File: src/inc/rpc_pkg.sv
package rpc_pkg;
  // register byte offsets
  localparam logic [7:0] OFS_FLAGS = 8'h00;
  localparam logic [7:0] OFS_SOFT_RESET_CONTROL = 8'h04;
  localparam logic [7:0] OFS_WCLR = 8'h08;
  localparam logic [7:0] OFS_CFG = 8'h0c;
  // field positions
  localparam int FLAG_LVD_BIT = 7;
  localparam int FLAG_WDT_BIT = 6;
  localparam int FLAG_PIN_BIT = 5;
  localparam int SOFT_RESET_CONTROL_REQ_BIT = 0;
  // reset values and keys
  localparam logic [7:0] FLAGS_RST = 8'h80;
  localparam logic [7:0] CFG_RST = 8'h01;
  localparam logic [7:0] WCLR_KEY = 8'h5a;
  localparam logic [15:0] RESET_VECTOR = 16'h0000;
  // timing
  localparam int CLK_PERIOD_NS = 50;
  localparam int PWR_STAB_NS = 4600000;
  localparam int DEB_NS = 8000000;
  localparam int PWR_STAB_CYC = (PWR_STAB_NS + CLK_PERIOD_NS - 1) / CLK_PERIOD_NS;
  localparam int DEB_CYC = (DEB_NS + CLK_PERIOD_NS - 1) / CLK_PERIOD_NS;
  localparam int CLK_STAB_FAST = 2048;
  localparam int CLK_STAB_SLOW = 5;
  localparam int WDT_TICKS = 256;
  // modes and states
  typedef enum logic [1:0] {WDT_DIS, WDT_EN, WDT_ALWAYS} rpc_wdt_mode_t;
  typedef enum logic [1:0] {PIN_GPIO, PIN_RST, PIN_RST_DEB} rpc_pin_mode_t;
  typedef enum logic [1:0] {MODE_NORMAL, MODE_IDLE, MODE_STOP} rpc_cpu_mode_t;
  typedef enum logic [2:0] {ST_HOLD, ST_PWR, ST_FAST, ST_SLOW, ST_RUN} rpc_state_t;
  // configuration register layout
  typedef struct packed {
    logic [1:0] clk_src;
    rpc_pin_mode_t pin;
    logic [1:0] pre;
    rpc_wdt_mode_t wdt;
  } rpc_cfg_t;
endpackage

File: src/verilog/rpc_top.sv
// The address map and the AHB-Lite register port were chosen for this implementation.
`timescale 1ns/1ns
`default_nettype none
module rpc_top #(
  parameter int PWR_CYC = rpc_pkg::PWR_STAB_CYC,
  parameter int DEB_CYC = rpc_pkg::DEB_CYC
) (
  input wire logic hclk, // bus clock 20 mhz
  input wire logic hresetn, // async reset, low
  input wire logic hsel, // slave select
  input wire logic [7:0] haddr, // byte address
  input wire logic [1:0] htrans, // transfer type
  input wire logic hwrite, // write phase
  input wire logic [2:0] hsize, // word only
  input wire logic [31:0] hwdata, // write data
  input wire logic hready, // bus ready
  output logic [31:0] hrdata, // read data
  output logic hreadyout, // always ready
  output logic hresp, // always okay
  input wire logic lvd_low, // comparator, vdd at or below 1.8 v
  input wire logic shared_reset_pin, // shared reset pin level
  input wire logic slow_osc, // internal slow oscillator
  input wire logic fast_osc, // selected cpu clock source
  input wire rpc_pkg::rpc_cpu_mode_t cpu_mode, // cpu operating mode
  output logic sys_reset_n, // system reset, low
  output logic osc_start, // start cpu clock source
  output logic [1:0] clk_src, // loaded clock source
  output logic pin_is_gpio, // pin free for gpio
  output logic [15:0] fetch_addr // first fetch address
);

  ////////////////////////////////////////////////////////////////
  // pin synchronisers: lvd, pin, slow, fast; reset to idle levels, no false event
  logic [3:0] s1_r, s2_r, s3_r;
  always_ff @(posedge hclk or negedge hresetn) begin
    if (!hresetn) begin
      s1_r <= 4'h7;
      s2_r <= 4'h7;
      s3_r <= 4'h7;
    end else begin
      s1_r <= {lvd_low, shared_reset_pin, slow_osc, fast_osc};
      s2_r <= s1_r;
      s3_r <= s2_r;
    end
  end
  wire lvd_s = s2_r[3];
  wire pin_low_s = !s2_r[2];
  wire slow_tick = s2_r[1] && !s3_r[1];
  wire fast_tick = s2_r[0] && !s3_r[0];

  ////////////////////////////////////////////////////////////////
  // registers
  rpc_pkg::rpc_state_t state_r, state_nxt;
  rpc_pkg::rpc_cfg_t cfg_r;
  logic [7:0] flags_r;
  logic soft_flag_r, soft_reset_control_armed_r;
  logic [23:0] cnt_r, deb_cnt_r;
  logic [4:0] pre_cnt_r;
  logic [7:0] wdt_cnt_r;
  logic wr_pend_r;
  logic [7:0] wr_addr_r;

  // watchdog prescaler terminal count
  function automatic logic [4:0] pre_last(input logic [1:0] sel);
    logic [5:0] d;
    d = 6'd4 << sel;
    return 5'(d - 6'd1);
  endfunction

  ////////////////////////////////////////////////////////////////
  // bus decode
  wire ahb_sel = hsel && htrans[1] && hready;
  wire wr_now = wr_pend_r && hready;
  wire wclr_hit = wr_now && wr_addr_r == rpc_pkg::OFS_WCLR && hwdata[7:0] == rpc_pkg::WCLR_KEY;
  wire soft_reset_control_wr = wr_now && wr_addr_r == rpc_pkg::OFS_SOFT_RESET_CONTROL;
  wire soft_reset_control_set = soft_reset_control_wr && hwdata[rpc_pkg::SOFT_RESET_CONTROL_REQ_BIT];
  wire cfg_wr = wr_now && wr_addr_r == rpc_pkg::OFS_CFG;
  wire soft_fire = soft_reset_control_set && soft_reset_control_armed_r && state_r == rpc_pkg::ST_RUN;
  wire [7:0] rd_byte =
    haddr == rpc_pkg::OFS_FLAGS ? {flags_r[7:5], 5'h00} :
    haddr == rpc_pkg::OFS_SOFT_RESET_CONTROL ? {7'h00, soft_flag_r} :
    haddr == rpc_pkg::OFS_CFG ? cfg_r : 8'h00;

  ////////////////////////////////////////////////////////////////
  // reset sources
  wire pin_fast = cfg_r.pin == rpc_pkg::PIN_RST && pin_low_s;
  wire deb_hit = deb_cnt_r == 24'(DEB_CYC - 1);
  wire pin_deb = cfg_r.pin == rpc_pkg::PIN_RST_DEB && pin_low_s && deb_hit;
  wire pin_rst = pin_fast || pin_deb;
  wire wdt_run = state_r == rpc_pkg::ST_RUN &&
    (cfg_r.wdt == rpc_pkg::WDT_ALWAYS ||
     (cfg_r.wdt == rpc_pkg::WDT_EN && cpu_mode == rpc_pkg::MODE_NORMAL));
  wire pre_wrap = slow_tick && pre_cnt_r == pre_last(cfg_r.pre);
  wire wdt_fire = wdt_run && pre_wrap &&
    wdt_cnt_r == 8'(rpc_pkg::WDT_TICKS - 1) && !wclr_hit;
  wire hard_src = lvd_s || pin_rst || wdt_fire;

  ////////////////////////////////////////////////////////////////
  // power-on sequencer next state
  wire pwr_done = cnt_r == 24'(PWR_CYC - 1);
  wire fast_done = fast_tick && cnt_r == 24'(rpc_pkg::CLK_STAB_FAST - 1);
  wire slow_done = slow_tick && cnt_r == 24'(rpc_pkg::CLK_STAB_SLOW - 1);
  always_comb begin
    state_nxt = state_r;
    if (hard_src) begin
      state_nxt = rpc_pkg::ST_HOLD;
    end else begin
      case (state_r)
        rpc_pkg::ST_HOLD: state_nxt = rpc_pkg::ST_PWR;
        rpc_pkg::ST_PWR: if (pwr_done) state_nxt = rpc_pkg::ST_FAST;
        rpc_pkg::ST_FAST: if (fast_done) state_nxt = rpc_pkg::ST_SLOW;
        rpc_pkg::ST_SLOW: if (slow_done) state_nxt = rpc_pkg::ST_RUN;
        rpc_pkg::ST_RUN: state_nxt = rpc_pkg::ST_RUN;
        default: state_nxt = rpc_pkg::ST_HOLD;
      endcase
    end
  end
  wire cnt_step = (state_r == rpc_pkg::ST_PWR) ||
    (state_r == rpc_pkg::ST_FAST && fast_tick) || (state_r == rpc_pkg::ST_SLOW && slow_tick);
  wire [23:0] cnt_nxt = (state_nxt != state_r) ? 24'h000000 :
    cnt_step ? cnt_r + 24'h000001 : cnt_r;

  // sequencer and outputs
  always_ff @(posedge hclk or negedge hresetn) begin
    if (!hresetn) begin
      state_r <= rpc_pkg::ST_PWR;
      cnt_r <= 24'h000000;
      sys_reset_n <= 1'b0;
      osc_start <= 1'b0;
      clk_src <= 2'b00;
      pin_is_gpio <= 1'b1;
      fetch_addr <= rpc_pkg::RESET_VECTOR;
    end else begin
      state_r <= state_nxt;
      cnt_r <= cnt_nxt;
      // soft reset pulses the core for one cycle, no sequence
      sys_reset_n <= state_nxt == rpc_pkg::ST_RUN && !soft_fire;
      osc_start <= state_nxt inside {rpc_pkg::ST_FAST, rpc_pkg::ST_SLOW, rpc_pkg::ST_RUN};
      if (state_r == rpc_pkg::ST_PWR && state_nxt == rpc_pkg::ST_FAST) begin
        clk_src <= cfg_r.clk_src;
      end
      pin_is_gpio <= cfg_r.pin == rpc_pkg::PIN_GPIO;
      fetch_addr <= rpc_pkg::RESET_VECTOR;
    end
  end

  ////////////////////////////////////////////////////////////////
  // de-bounce counter, restarts on any high level
  always_ff @(posedge hclk or negedge hresetn) begin
    if (!hresetn) begin
      deb_cnt_r <= 24'h000000;
    end else if (!pin_low_s) begin
      deb_cnt_r <= 24'h000000;
    end else if (!deb_hit) begin
      deb_cnt_r <= deb_cnt_r + 24'h000001;
    end
  end

  ////////////////////////////////////////////////////////////////
  // watchdog timer
  wire wdt_clr = wclr_hit || state_r != rpc_pkg::ST_RUN || soft_fire;
  always_ff @(posedge hclk or negedge hresetn) begin
    if (!hresetn) begin
      pre_cnt_r <= 5'h00;
      wdt_cnt_r <= 8'h00;
    end else if (wdt_clr) begin
      pre_cnt_r <= 5'h00;
      wdt_cnt_r <= 8'h00;
    end else if (wdt_run && slow_tick) begin
      pre_cnt_r <= pre_wrap ? 5'h00 : pre_cnt_r + 5'h01;
      if (pre_wrap) begin
        wdt_cnt_r <= wdt_cnt_r + 8'h01;
      end
    end
  end

  ////////////////////////////////////////////////////////////////
  // cause flags and soft reset arming
  always_ff @(posedge hclk or negedge hresetn) begin
    if (!hresetn) begin
      flags_r <= rpc_pkg::FLAGS_RST;
      soft_flag_r <= 1'b0;
      soft_reset_control_armed_r <= 1'b0;
    end else begin
      if (lvd_s) begin
        flags_r <= 8'(1 << rpc_pkg::FLAG_LVD_BIT);
        soft_flag_r <= 1'b0;
      end else if (wdt_fire) begin
        flags_r <= 8'(1 << rpc_pkg::FLAG_WDT_BIT);
        soft_flag_r <= 1'b0;
      end else if (pin_rst) begin
        flags_r <= 8'(1 << rpc_pkg::FLAG_PIN_BIT);
        soft_flag_r <= 1'b0;
      end else if (soft_fire) begin
        flags_r <= 8'h00;
        soft_flag_r <= 1'b1;
      end
      if (soft_fire || hard_src) begin
        soft_reset_control_armed_r <= 1'b0;
      end else if (soft_reset_control_wr) begin
        soft_reset_control_armed_r <= soft_reset_control_set;
      end
    end
  end

  ////////////////////////////////////////////////////////////////
  // ahb slave, zero wait, okay always
  always_ff @(posedge hclk or negedge hresetn) begin
    if (!hresetn) begin
      wr_pend_r <= 1'b0;
      wr_addr_r <= 8'h00;
      hrdata <= 32'h00000000;
      hreadyout <= 1'b1;
      hresp <= 1'b0;
      cfg_r <= rpc_pkg::rpc_cfg_t'(rpc_pkg::CFG_RST);
    end else begin
      if (hready) begin
        wr_pend_r <= ahb_sel && hwrite;
        wr_addr_r <= haddr;
      end
      if (ahb_sel && !hwrite) begin
        hrdata <= {24'h000000, rd_byte};
      end
      hreadyout <= 1'b1;
      hresp <= 1'b0;
      if (cfg_wr) begin
        cfg_r <= rpc_pkg::rpc_cfg_t'(hwdata[7:0]);
      end
    end
  end

  ////////////////////////////////////////////////////////////////
  // assertions
  localparam int FAST_LAST = rpc_pkg::CLK_STAB_FAST - 1;
endmodule
`default_nettype wire

File: config.mk
export PLATFORM = sky130hd
export DESIGN_NAME = rpc_top
export DESIGN_NICKNAME = d
export VERILOG_FILES = /design/src/inc/rpc_pkg.sv /design/src/verilog/rpc_top.sv
export SDC_FILE = /design/constraint.sdc
export NUM_CORES = 1
export LEC_CHECK = 0
export ABC_AREA = 1
export BUFFER_PORTS_ARGS = -buffer_cell sky130_fd_sc_hd__buf_4
export CAP_MARGIN = 20
export CORE_MARGIN = 4
export CORE_UTILIZATION = 50
export CTS_CLUSTER_DIAMETER = 120
export DETAILED_ROUTE_END_ITERATION = 16
export PLACE_DENSITY = 0.83
export SYNTH_ARGS = -nofsm -noshare
export SYNTH_HDL_FRONTEND = slang
export SYNTH_SLANG_ARGS = --single-unit
File: constraint.sdc
create_clock -name hclk -period 3.3 [get_ports hclk]
set_input_delay 0.33 -clock hclk [delete_from_list [all_inputs] [get_ports hclk]]
set_output_delay 0.33 -clock hclk [all_outputs]
set_load 0.1 [all_outputs]
## After elaboration in Yosys (flattened, before gate mapping)

Index checks and enable logic that the tools add are counted.

| storage, ports and cells | value |
|---|---|
| register bits | 114 |
| bits of input ports | 56 |
| output and inout bits | 55 |
| logic and storage cells | 138 |

| cells by class | value |
|---|---|
| $add $sub $neg | 5 |
| eq/ne operators | 26 |
| shift-type cells | 1 |
| muxes and demuxes | 28 |
| reduce and logical (&&, ||, !) cells | 56 |

Operators by type and width:

| kind | number |
|---|---|
| 24-bit 2-to-1 mux | 4 |
| 8-bit 2-to-1 mux | 10 |
| 24-bit by 1-bit adder with 24-bit output, second input constant | 2 |
| 1-bit logical AND | 30 |
| 24-bit by 11-bit == test with 1-bit output, second input constant | 1 |
| 24-bit by 17-bit == test with 1-bit output, second input constant | 1 |
| 24-bit by 18-bit == test with 1-bit output, second input constant | 1 |
| 24-bit by 3-bit == test with 1-bit output, second input constant | 1 |
| 8-bit by 4-bit == test with 1-bit output, second input constant | 3 |
| 8-bit by 3-bit == test with 1-bit output, second input constant | 2 |
| 5-bit 2-to-1 mux | 3 |
| 3-bit case mux with 5 select lines | 1 |
| 3-bit by 2-bit == test with 1-bit output, second input constant | 4 |
| 3-bit 2-to-1 mux | 4 |
| 1-bit logical OR | 9 |
| 8-bit by 1-bit adder with 8-bit output, second input constant | 1 |
| 8-bit by 7-bit == test with 1-bit output, second input constant | 1 |
| 8-bit == test, second input constant | 1 |
| 8-bit zero test | 1 |
| 2-bit nonzero test | 4 |
| 3-bit == test, second input constant | 2 |
| 1-bit zero test | 6 |
| 1-bit 2-to-1 mux | 6 |
| 5-bit by 1-bit adder with 5-bit output, second input constant | 1 |
| 14 further kinds | 17 |

## Longest topological paths before layout

Gate-level depths: netlist of run 1.

| depth | value |
|---|---|
| depth in word-level cells | 11 |
| gate-level depth with buffers | 16 |
| gate-level depth less buffers | 15 |

## Least setup slack after synthesis of run 1

OpenSTA, ideal clock, no wires.

| timing path | value |
|---|---|
| path type | reg-to-reg |
| start | register deb_cnt_r[0] |
| end | register cnt_r[10] |
| setup time | 0.069 ns |
| arrival | 1.855 ns |
| data required time | 3.231 ns |
| path slack | 1.376 ns |
| stages on the path, launching flop included | 16 |
| buffers on the path | 1 |
| clock period less this slack | 1.924 ns |
| cells stage by stage | dfrtp_1 > ha_1 > inv_1 > nor2_1 > nand2_1 > nor2_1 > nand3_1 > nand2_2 > nor2_4 > nand2_1 > nand2_1 > nand2_1 > nor2_2 > nand2_2 > buf_6 > nor2_2 |

| between the ends | value |
|---|---|
| cells in the longest elaborated chain, start to end | 8 |
| elaborated cells between the ends (all ways) | 9 |
| classes of those cells | eq/ne (2); mux (2); reduce/logical (5) |

Ends and longest elaborated chain:

| item | line | text |
|---|---|---|
| from (decl) | rpc_top.sv:57 | `logic [23:0] cnt_r, deb_cnt_r;` |
| from (signal assigned) | rpc_top.sv:155 | `deb_cnt_r <= deb_cnt_r + 24'h000001;` |
| 24-bit by 18-bit == test with 1-bit output * | rpc_top.sv:87 | `wire deb_hit = deb_cnt_r == 24'(DEB_CYC - 1);` |
| 1-bit logical AND * | rpc_top.sv:88 | `wire pin_deb = cfg_r.pin == rpc_pkg::PIN_RST_DEB && pin_low_s && deb_hit;` |
| 1-bit logical OR * | rpc_top.sv:89 | `wire pin_rst = pin_fast \|\| pin_deb;` |
| 1-bit logical OR * (2 in a row) | rpc_top.sv:96 | `wire hard_src = lvd_s \|\| pin_rst \|\| wdt_fire;` |
| 3-bit 2-to-1 mux * | rpc_top.sv:105 | `if (hard_src) begin` |
| 3-bit != test * | rpc_top.sv:120 | `wire [23:0] cnt_nxt = (state_nxt != state_r) ? 24'h000000 :` |
| 24-bit 2-to-1 mux / 2-bit nonzero test (equally long branches) | n/a |  |
| to (signal assigned) | rpc_top.sv:135 | `cnt_r <= cnt_nxt;` |
| to (decl) | rpc_top.sv:57 |  |

Mark *: on every way between the ends. The rest lies on a longest branch, timed or not.
A chain may end at the register's enable or synchronous reset.

## Worst setup path in the final report of run 1

| timing path | value |
|---|---|
| start | register deb_cnt_r[0] |
| end | register cnt_r[1] |

The elaborated chain is that of the path after synthesis.

==> qor.txt, run 1 <==
initial core utilization = 51.6%
total of max-cap violations = 0
num rows = 39
design area = 6550 um^2
Antenna Nets Post-Route = 0
largest net degree at the start of global routing = 71
mean area per synthesized cell = 7.94 um^2
multi-input logic area = 2650 um^2
Slew Viols, Final = 0
Die ar. = 13800 um^2
router iterations before antenna repair = 5
share of the synthesized area in the top cell type = 40.6%
clock root buffer = clkbuf_16
CTS H-tree lvls = 3
commonest non-fill, non-tap cells in the layout = nand2_1 (142), dfrtp_1 (97), inv_1 (96)
Ys Warns = 0
non-filler cells in the finished layout = 944
commonest non-fill, non-tap cell in the layout = nand2_1
f_max = 387 MHz
Crit Path Class = flop to flop
synth unique cells = 42
area leader, netlist = dfrtp_1
fin crit period = 2580 ps
WL/cell = 12.8 um
RePlAce Congestion = 0.903
crit path capture type = flop
core area = 11600 um^2
Post-Route WL = 12100 um
Final setup violation count = 0
Max stage delay cell, worst path = nand2_2
min-delay worst type = input pin to async pin
maximum VDD drop = 0.219 mV
ranking of synthesized cells by area = dfrtp_1 (41%), nand2_1 (8.9%), inv_1 (6.0%)
most used cell, CP = nor2_1
Max-slew headroom = 43.9%
DP Wirelength = 9000 um
Period Utilization, post-route = 78.2%
Register Area = 2740 um^2
fillers = 1028
post-synthesis sequential area ratio = 45.9%
Setup Skew = 4.60 ps
ant diodes = 0
RSZ-0062 raised after global routing = false
vias in the first global route = 4503
Worst-path clk slew = 70 ps
TritonCTS Buffers = 9
fraction of layout cells with a size suffix above 1 = 14.4%
Worst-Skew Late Latency = 350 ps
Port Buffers = 40
Overall Power = 2.89 mW
delay of the slowest cell on the worst path = 510 ps
Post-Synthesis Cell Area = 5970 um^2
Worst setup SP type = flop
drt initial violations = 256
Tightest Pin Transition = 842 ps
Place WS = 799 ps
CTS tree = built
clk sinks = 109
family with the most delay on the worst path = simple AND/OR/NAND/NOR gates
status = finished, final reports clean
wire length of the first global-routing pass = 20800 um
CP cell instances = ha_1 > inv_1 > nor2_1 > nand2_1 > nor2_1 > nand3_1 > nand2_2 > nor2_1 > nand3_1 > nand2_1 > nand2_1 > nor2_2 > nand2_2 > nor2_1
width of the chip = 117 um
clk buf depth = 2
global route overflow = 0
GRT Total Usage = 18.0%
crit path DAT = 2790 ps
Crit path buffers/inverters = 1
DRC = 0
Final TNS setup = 0 ps
cell count after synthesis = 752
Seq cells post-synth = 109
Die Ht = 117 um
setup bufs post-CTS = 0
fin util = 56.7%
placed insts = 928
via count = 4837
initial antenna violation count = 0
final hold vios = 0
CTS resizes = 0
final setup margin = 719 ps
PwrDens = 441 nW/um^2
Min Hold Slack = 81.7 ps
Final nets = 857
routed vias/inst = 5.12
Leak = 3.02 nW
CP Max Fanout = 24
Worst Path Required = 3510 ps
# IOs = 111
area delta synth->final = 9.72%
# hold bufs at CTS = 0
post-placement cell area = 6260 um^2
-- state kept, by name, indices dropped and copies added, names as in the netlist --
name / cells
hrdata: 8
s1_r: 4
sys_reset_n: 1
deb_cnt_r: 24
soft_flag_r: 1
soft_reset_control_armed_r: 1
wr_addr_r: 8
cfg_r: 8
pin_is_gpio: 1
cnt_r: 24
s2_r: 4
flags_r: 3
clk_src: 2
wdt_cnt_r: 8
s3_r: 2
state_r: 3
pre_cnt_r: 5
wr_pend_r: 1
osc_start: 1
-- worst paths after layout --
path                              start        end  slack (ps)  depth (start not counted)
max                        deb_cnt_r[0]   cnt_r[1]         720                         14
min                             hresetn  hrdata[0]          80                          1
max reg2reg                deb_cnt_r[0]   cnt_r[1]         720                         14
min reg2reg                     s1_r[2]    s2_r[2]         360                          0
max in group asynchronous       hresetn  cnt_r[17]        2360                          2
min in group hclk              slow_osc    s1_r[1]          80                          1
-- report_power, final --
| group | switching [mW] | total (mW) | internal, mW |
|---|---|---|---|
| Combinational | 0.350 | 0.411 | 0.0609 |
| Clock | 0.472 | 1.08 | 0.608 |
| Sequential | 0.0249 | 1.40 | 1.37 |
| Total | 0.847 | 2.89 | 2.04 |
-- cells by family after synthesis --
group | share of synthesized area [%]
and+or+nand+nor | 28.3
buffers and inverters | 12.3
DFF | 45.9
AOI/OAI and AO/OA | 8.00
xor gates and xnor gates | 3.23
muxes | 1.11
adders and majority gates | 1.05
other | 0.126
-- layout make-up --
cell class	instances	share of cell area [%]
clock inverters	4	0.725
clock buffers	12	3.76
inverters	98	5.61
repair buffers	43	4.93
multi-input cells	535	40.4
well taps	143	2.73
flip-flops and latches	109	41.8
-- Yosys cell counts, drive strengths merged --
cell and n:
a311oi 1, o22ai 2, nand4 14, xnor2 5, a21oi 22, nor4 4, xor2 17, mux2i 1
and3 1, a221oi 1, a22o 1, inv 98, dfstp 12, o221a 1, o21a 3, o31ai 4
nand3 60, dfrtp 97, o211ai 1, o21ai 43, mux2 5, ha 5, a31oi 1, o211a 1
a211oi 3, nor4b 1, nor3b 2, buf 46, clkbuf 4, conb 2, nor3 27, nor2 119
nand2 148
-- routing by layer --
metal	wire, um	vias to the layer above	global-route usage, %	part of all wire [%]
li1	-	2425	-	-
met1	5400	2258	24.0	45
met2	5830	142	30.3	48
met3	669	12	3.32	5.5
met4	155	0	5.13	1.3
met5	0	-	0	0
Note: power is estimated with default switching activity, not from simulation.
==> run 2: changes to the inputs <==
--- a/config.mk
+++ b/config.mk
@@ -12,7 +12,7 @@
 export CORE_UTILIZATION = 50
 export CTS_CLUSTER_DIAMETER = 120
 export DETAILED_ROUTE_END_ITERATION = 16
-export PLACE_DENSITY = 0.83
+export PLACE_DENSITY = 0.86
 export SYNTH_ARGS = -nofsm -noshare
 export SYNTH_HDL_FRONTEND = slang
 export SYNTH_SLANG_ARGS = --single-unit
==> constraint.sdc (replaced) <==
create_clock -name hclk -period 2.2 [get_ports hclk]
set_input_delay 0.22 -clock hclk [delete_from_list [all_inputs] [get_ports hclk]]
set_output_delay 0.22 -clock hclk [all_outputs]
set_load 0.1 [all_outputs]
==> run 2 against run 1 <==
Count of clock-buffer cells in the layout is 1 lower. Clock power up 45%. Wire length increased by 3.4%. Sequential share of layout area is 1.7 points lower. Global-route usage decreased by 0.14 points. Utilization increased by 2.4 points.
==> qor.txt, run 2 (synthesis results as in run 1) <==
core area = 11600 um^2 (unchanged)
initial antenna violation count = 0 (unchanged)
CP Max Fanout = 12 (-50%)
Worst Path Required = 2430 ps (-1080 ps)
crit path capture type = flop
Clk pwr share = 36.3% (-1.1 points)
Period Utilization, post-route = 95.3% (+17 points)
clock root buffer = clkbuf_16
Tightest Pin Transition = 556 ps (-285 ps)
# IOs = 111 (unchanged)
drt initial violations = 270 (+5.5%)
Antenna Nets Post-Route = 0 (unchanged)
router iterations before antenna repair = 5 (unchanged)
routed vias/inst = 5.10 (-0.40%)
Setup Skew = 6.07 ps (+1.47 ps)
delay of the slowest cell on the worst path = 400 ps (-110 ps)
Worst-path clk slew = 70 ps (about the same)
Crit path buffers/inverters = 2 (+1)
RR Endpoint = cnt_r[10]
total of max-cap violations = 0 (unchanged)
worst r2r src = deb_cnt_r[0]
largest net degree at the start of global routing = 41 (-42%)
Port Buffers = 40 (unchanged)
status = finished, final reports clean
P_int = 3.03 mW (+49%)
final hold vios = 0 (unchanged)
GRT Total Usage = 17.9% (-0.14 points)
crit path DAT = 2330 ps (-460 ps)
reg2reg path depth = 15 (+1)
WL/cell = 12.9 um (+0.87%)
CP cell instances = ha_2 > inv_1 > nor2_2 > nand2_1 > nor2_2 > nand3_1 > nand2_2 > nor2_1 > nand3_1 > nand2_1 > nand2_1 > nor2_4 > nand2_4 > buf_12 > nor2_2
Overall Power = 4.34 mW (+50%)
CTS H-tree lvls = 3 (unchanged)
Leak = 3.15 nW (+4.3%)
area delta synth->final = 14.3%
final setup margin = 103 ps (-617 ps)
DRC = 0 (unchanged)
clk buf depth = 2 (unchanged)
DP Wirelength = 9120 um (+1.4%)
Worst Setup SP = deb_cnt_r[0]
fillers = 1000 (-2.7%)
Top Registers = cnt_r: 24 flops, deb_cnt_r: 24 flops
num rows = 39 (unchanged)
fin crit period = 2100 ps (-483 ps)
R2R Setup Slk = 100 ps (-620 ps)
commonest non-fill, non-tap cells in the layout = nand2_1 (139), dfrtp_1 (97), inv_1 (96)
Place WS = -9.94 ps (-809 ps)
f_max = 477 MHz (+23%)
Die Ht = 117 um (unchanged)
min-delay worst type = input pin to flop
family with the most delay on the worst path = simple AND/OR/NAND/NOR gates
Worst setup SP type = flop
ant diodes = 0 (unchanged)
hold path cells = 3
sw frac = 30.2% (+0.85 points)
Max-slew headroom = 62.9% (+19 points)
Final nets = 881 (+2.8%)
maximum VDD drop = 0.467 mV (+110%)
TritonCTS Buffers = 9 (unchanged)
commonest non-fill, non-tap cell in the layout = nand2_1
wire length of the first global-routing pass = 20800 um (about the same)
CTS tree = built
RePlAce Congestion = 0.897 (-0.72%)
Die ar. = 13800 um^2 (unchanged)
hold endpoint = wr_addr_r[0]
initial core utilization = 51.6% (unchanged)
Slew Viols, Final = 0 (unchanged)
net switching power = 1.31 mW (+55%)
clk sinks = 109 (unchanged)
Crit Path Class = flop to flop
Final setup violation count = 0 (unchanged)
Max stage delay cell, worst path = dfrtp_1
global route overflow = 0 (unchanged)
power share of the combinational group = 15.6% (+1.4 points)
vias in the first global route = 4736 (+5.2%)
PwrDens = 636 nW/um^2 (+44%)
Post-Route WL = 12500 um (+3.4%)
Worst-Skew Late Latency = 350 ps (about the same)
fraction of layout cells with a size suffix above 1 = 17.7% (+3.3 points)
sequential power share = 48.1% (-0.3 points)
hold wc startpoint = haddr[0]
width of the chip = 117 um (unchanged)
via count = 4940 (+2.1%)
run 2: worst max-delay path by stage:
stage / endpoint / slack [ps] / depth (start not counted)
after floorplan: cnt_r[10] / 280 / 15
after global placement: wdt_cnt_r[6] / 30 / 9
after detailed placement: wdt_cnt_r[6] / -10 / 7
after CTS: cnt_r[3] / 50 / 15
after global routing: cnt_r[3] / -40 / 15
final: cnt_r[10] / 100 / 15
run 2: timing repair:
item / CTS / global route
hold buffers: 5 / 0
setup buffers: 0 / 6
gates cloned: 0 / 2
resized for setup: 1 / 11
setup endpoints to repair: 2 / 26
endpoints found under the hold margin: 29 / 0
pin swaps: 0 / 6
run 2: worst reg2reg max path: stages (launching register included):
cell	delay (ps)
dfrtp_1	400
ha_2	210
inv_1	60
nor2_2	130
nand2_1	90
nor2_2	150
nand3_1	100
nand2_2	140
nor2_1	60
nand3_1	90
nand2_1	60
nand2_1	120
nor2_4	60
nand2_4	110
buf_12	150
nor2_2	50
run 2: stage by stage:
stage / setup TNS, ps / area [um^2] / instances / hold slack, ps / util, %
6_report: 0 / 6830 / 968 / 99.8 / 59.0
4_1_cts: 0 / 6710 / 960 / 94.7 / 58.0
3_3_place_gp: 0 / 6370 / 939 / 187 / 55.1
5_1_grt: -582 / 6830 / 968 / 113 / 59.0
2_1_floorplan: 0 / 6120 / 792 / -75.6 / -
3_5_place_dp: -18.3 / 6370 / 939 / 189 / 55.1
run 2: final cells by class:
class | count | area [um^2] | share of cell area (%)
timing repair buffer | 67 | 562 | 8.23
inverter | 98 | 368 | 5.39
sequential | 109 | 2740 | 40.2
clock inverter | 5 | 38.8 | 0.568
clock buffer | 11 | 253 | 3.70
multi-input combinational | 535 | 2680 | 39.3
tap | 143 | 179 | 2.62
run 2: power groups by stage:
stage,registers [mW],clock network (mW),logic [mW]
after floorplan,2.18,0,0.507
after global placement,2.13,0,0.635
after detailed placement,2.13,0,0.640
after CTS,2.09,1.61,0.648
final,2.09,1.57,0.677
after global routing,2.10,1.68,0.719
run 2: routing by layer:
layer  GRT usage [%]  part of all wire (%)  up-vias
li1                -                     -     2478
met1            22.2                    44     2318
met2            31.2                    50      122
met3            3.18                   4.1       22
met4            6.60                   2.0        0
met5               0                     0        -
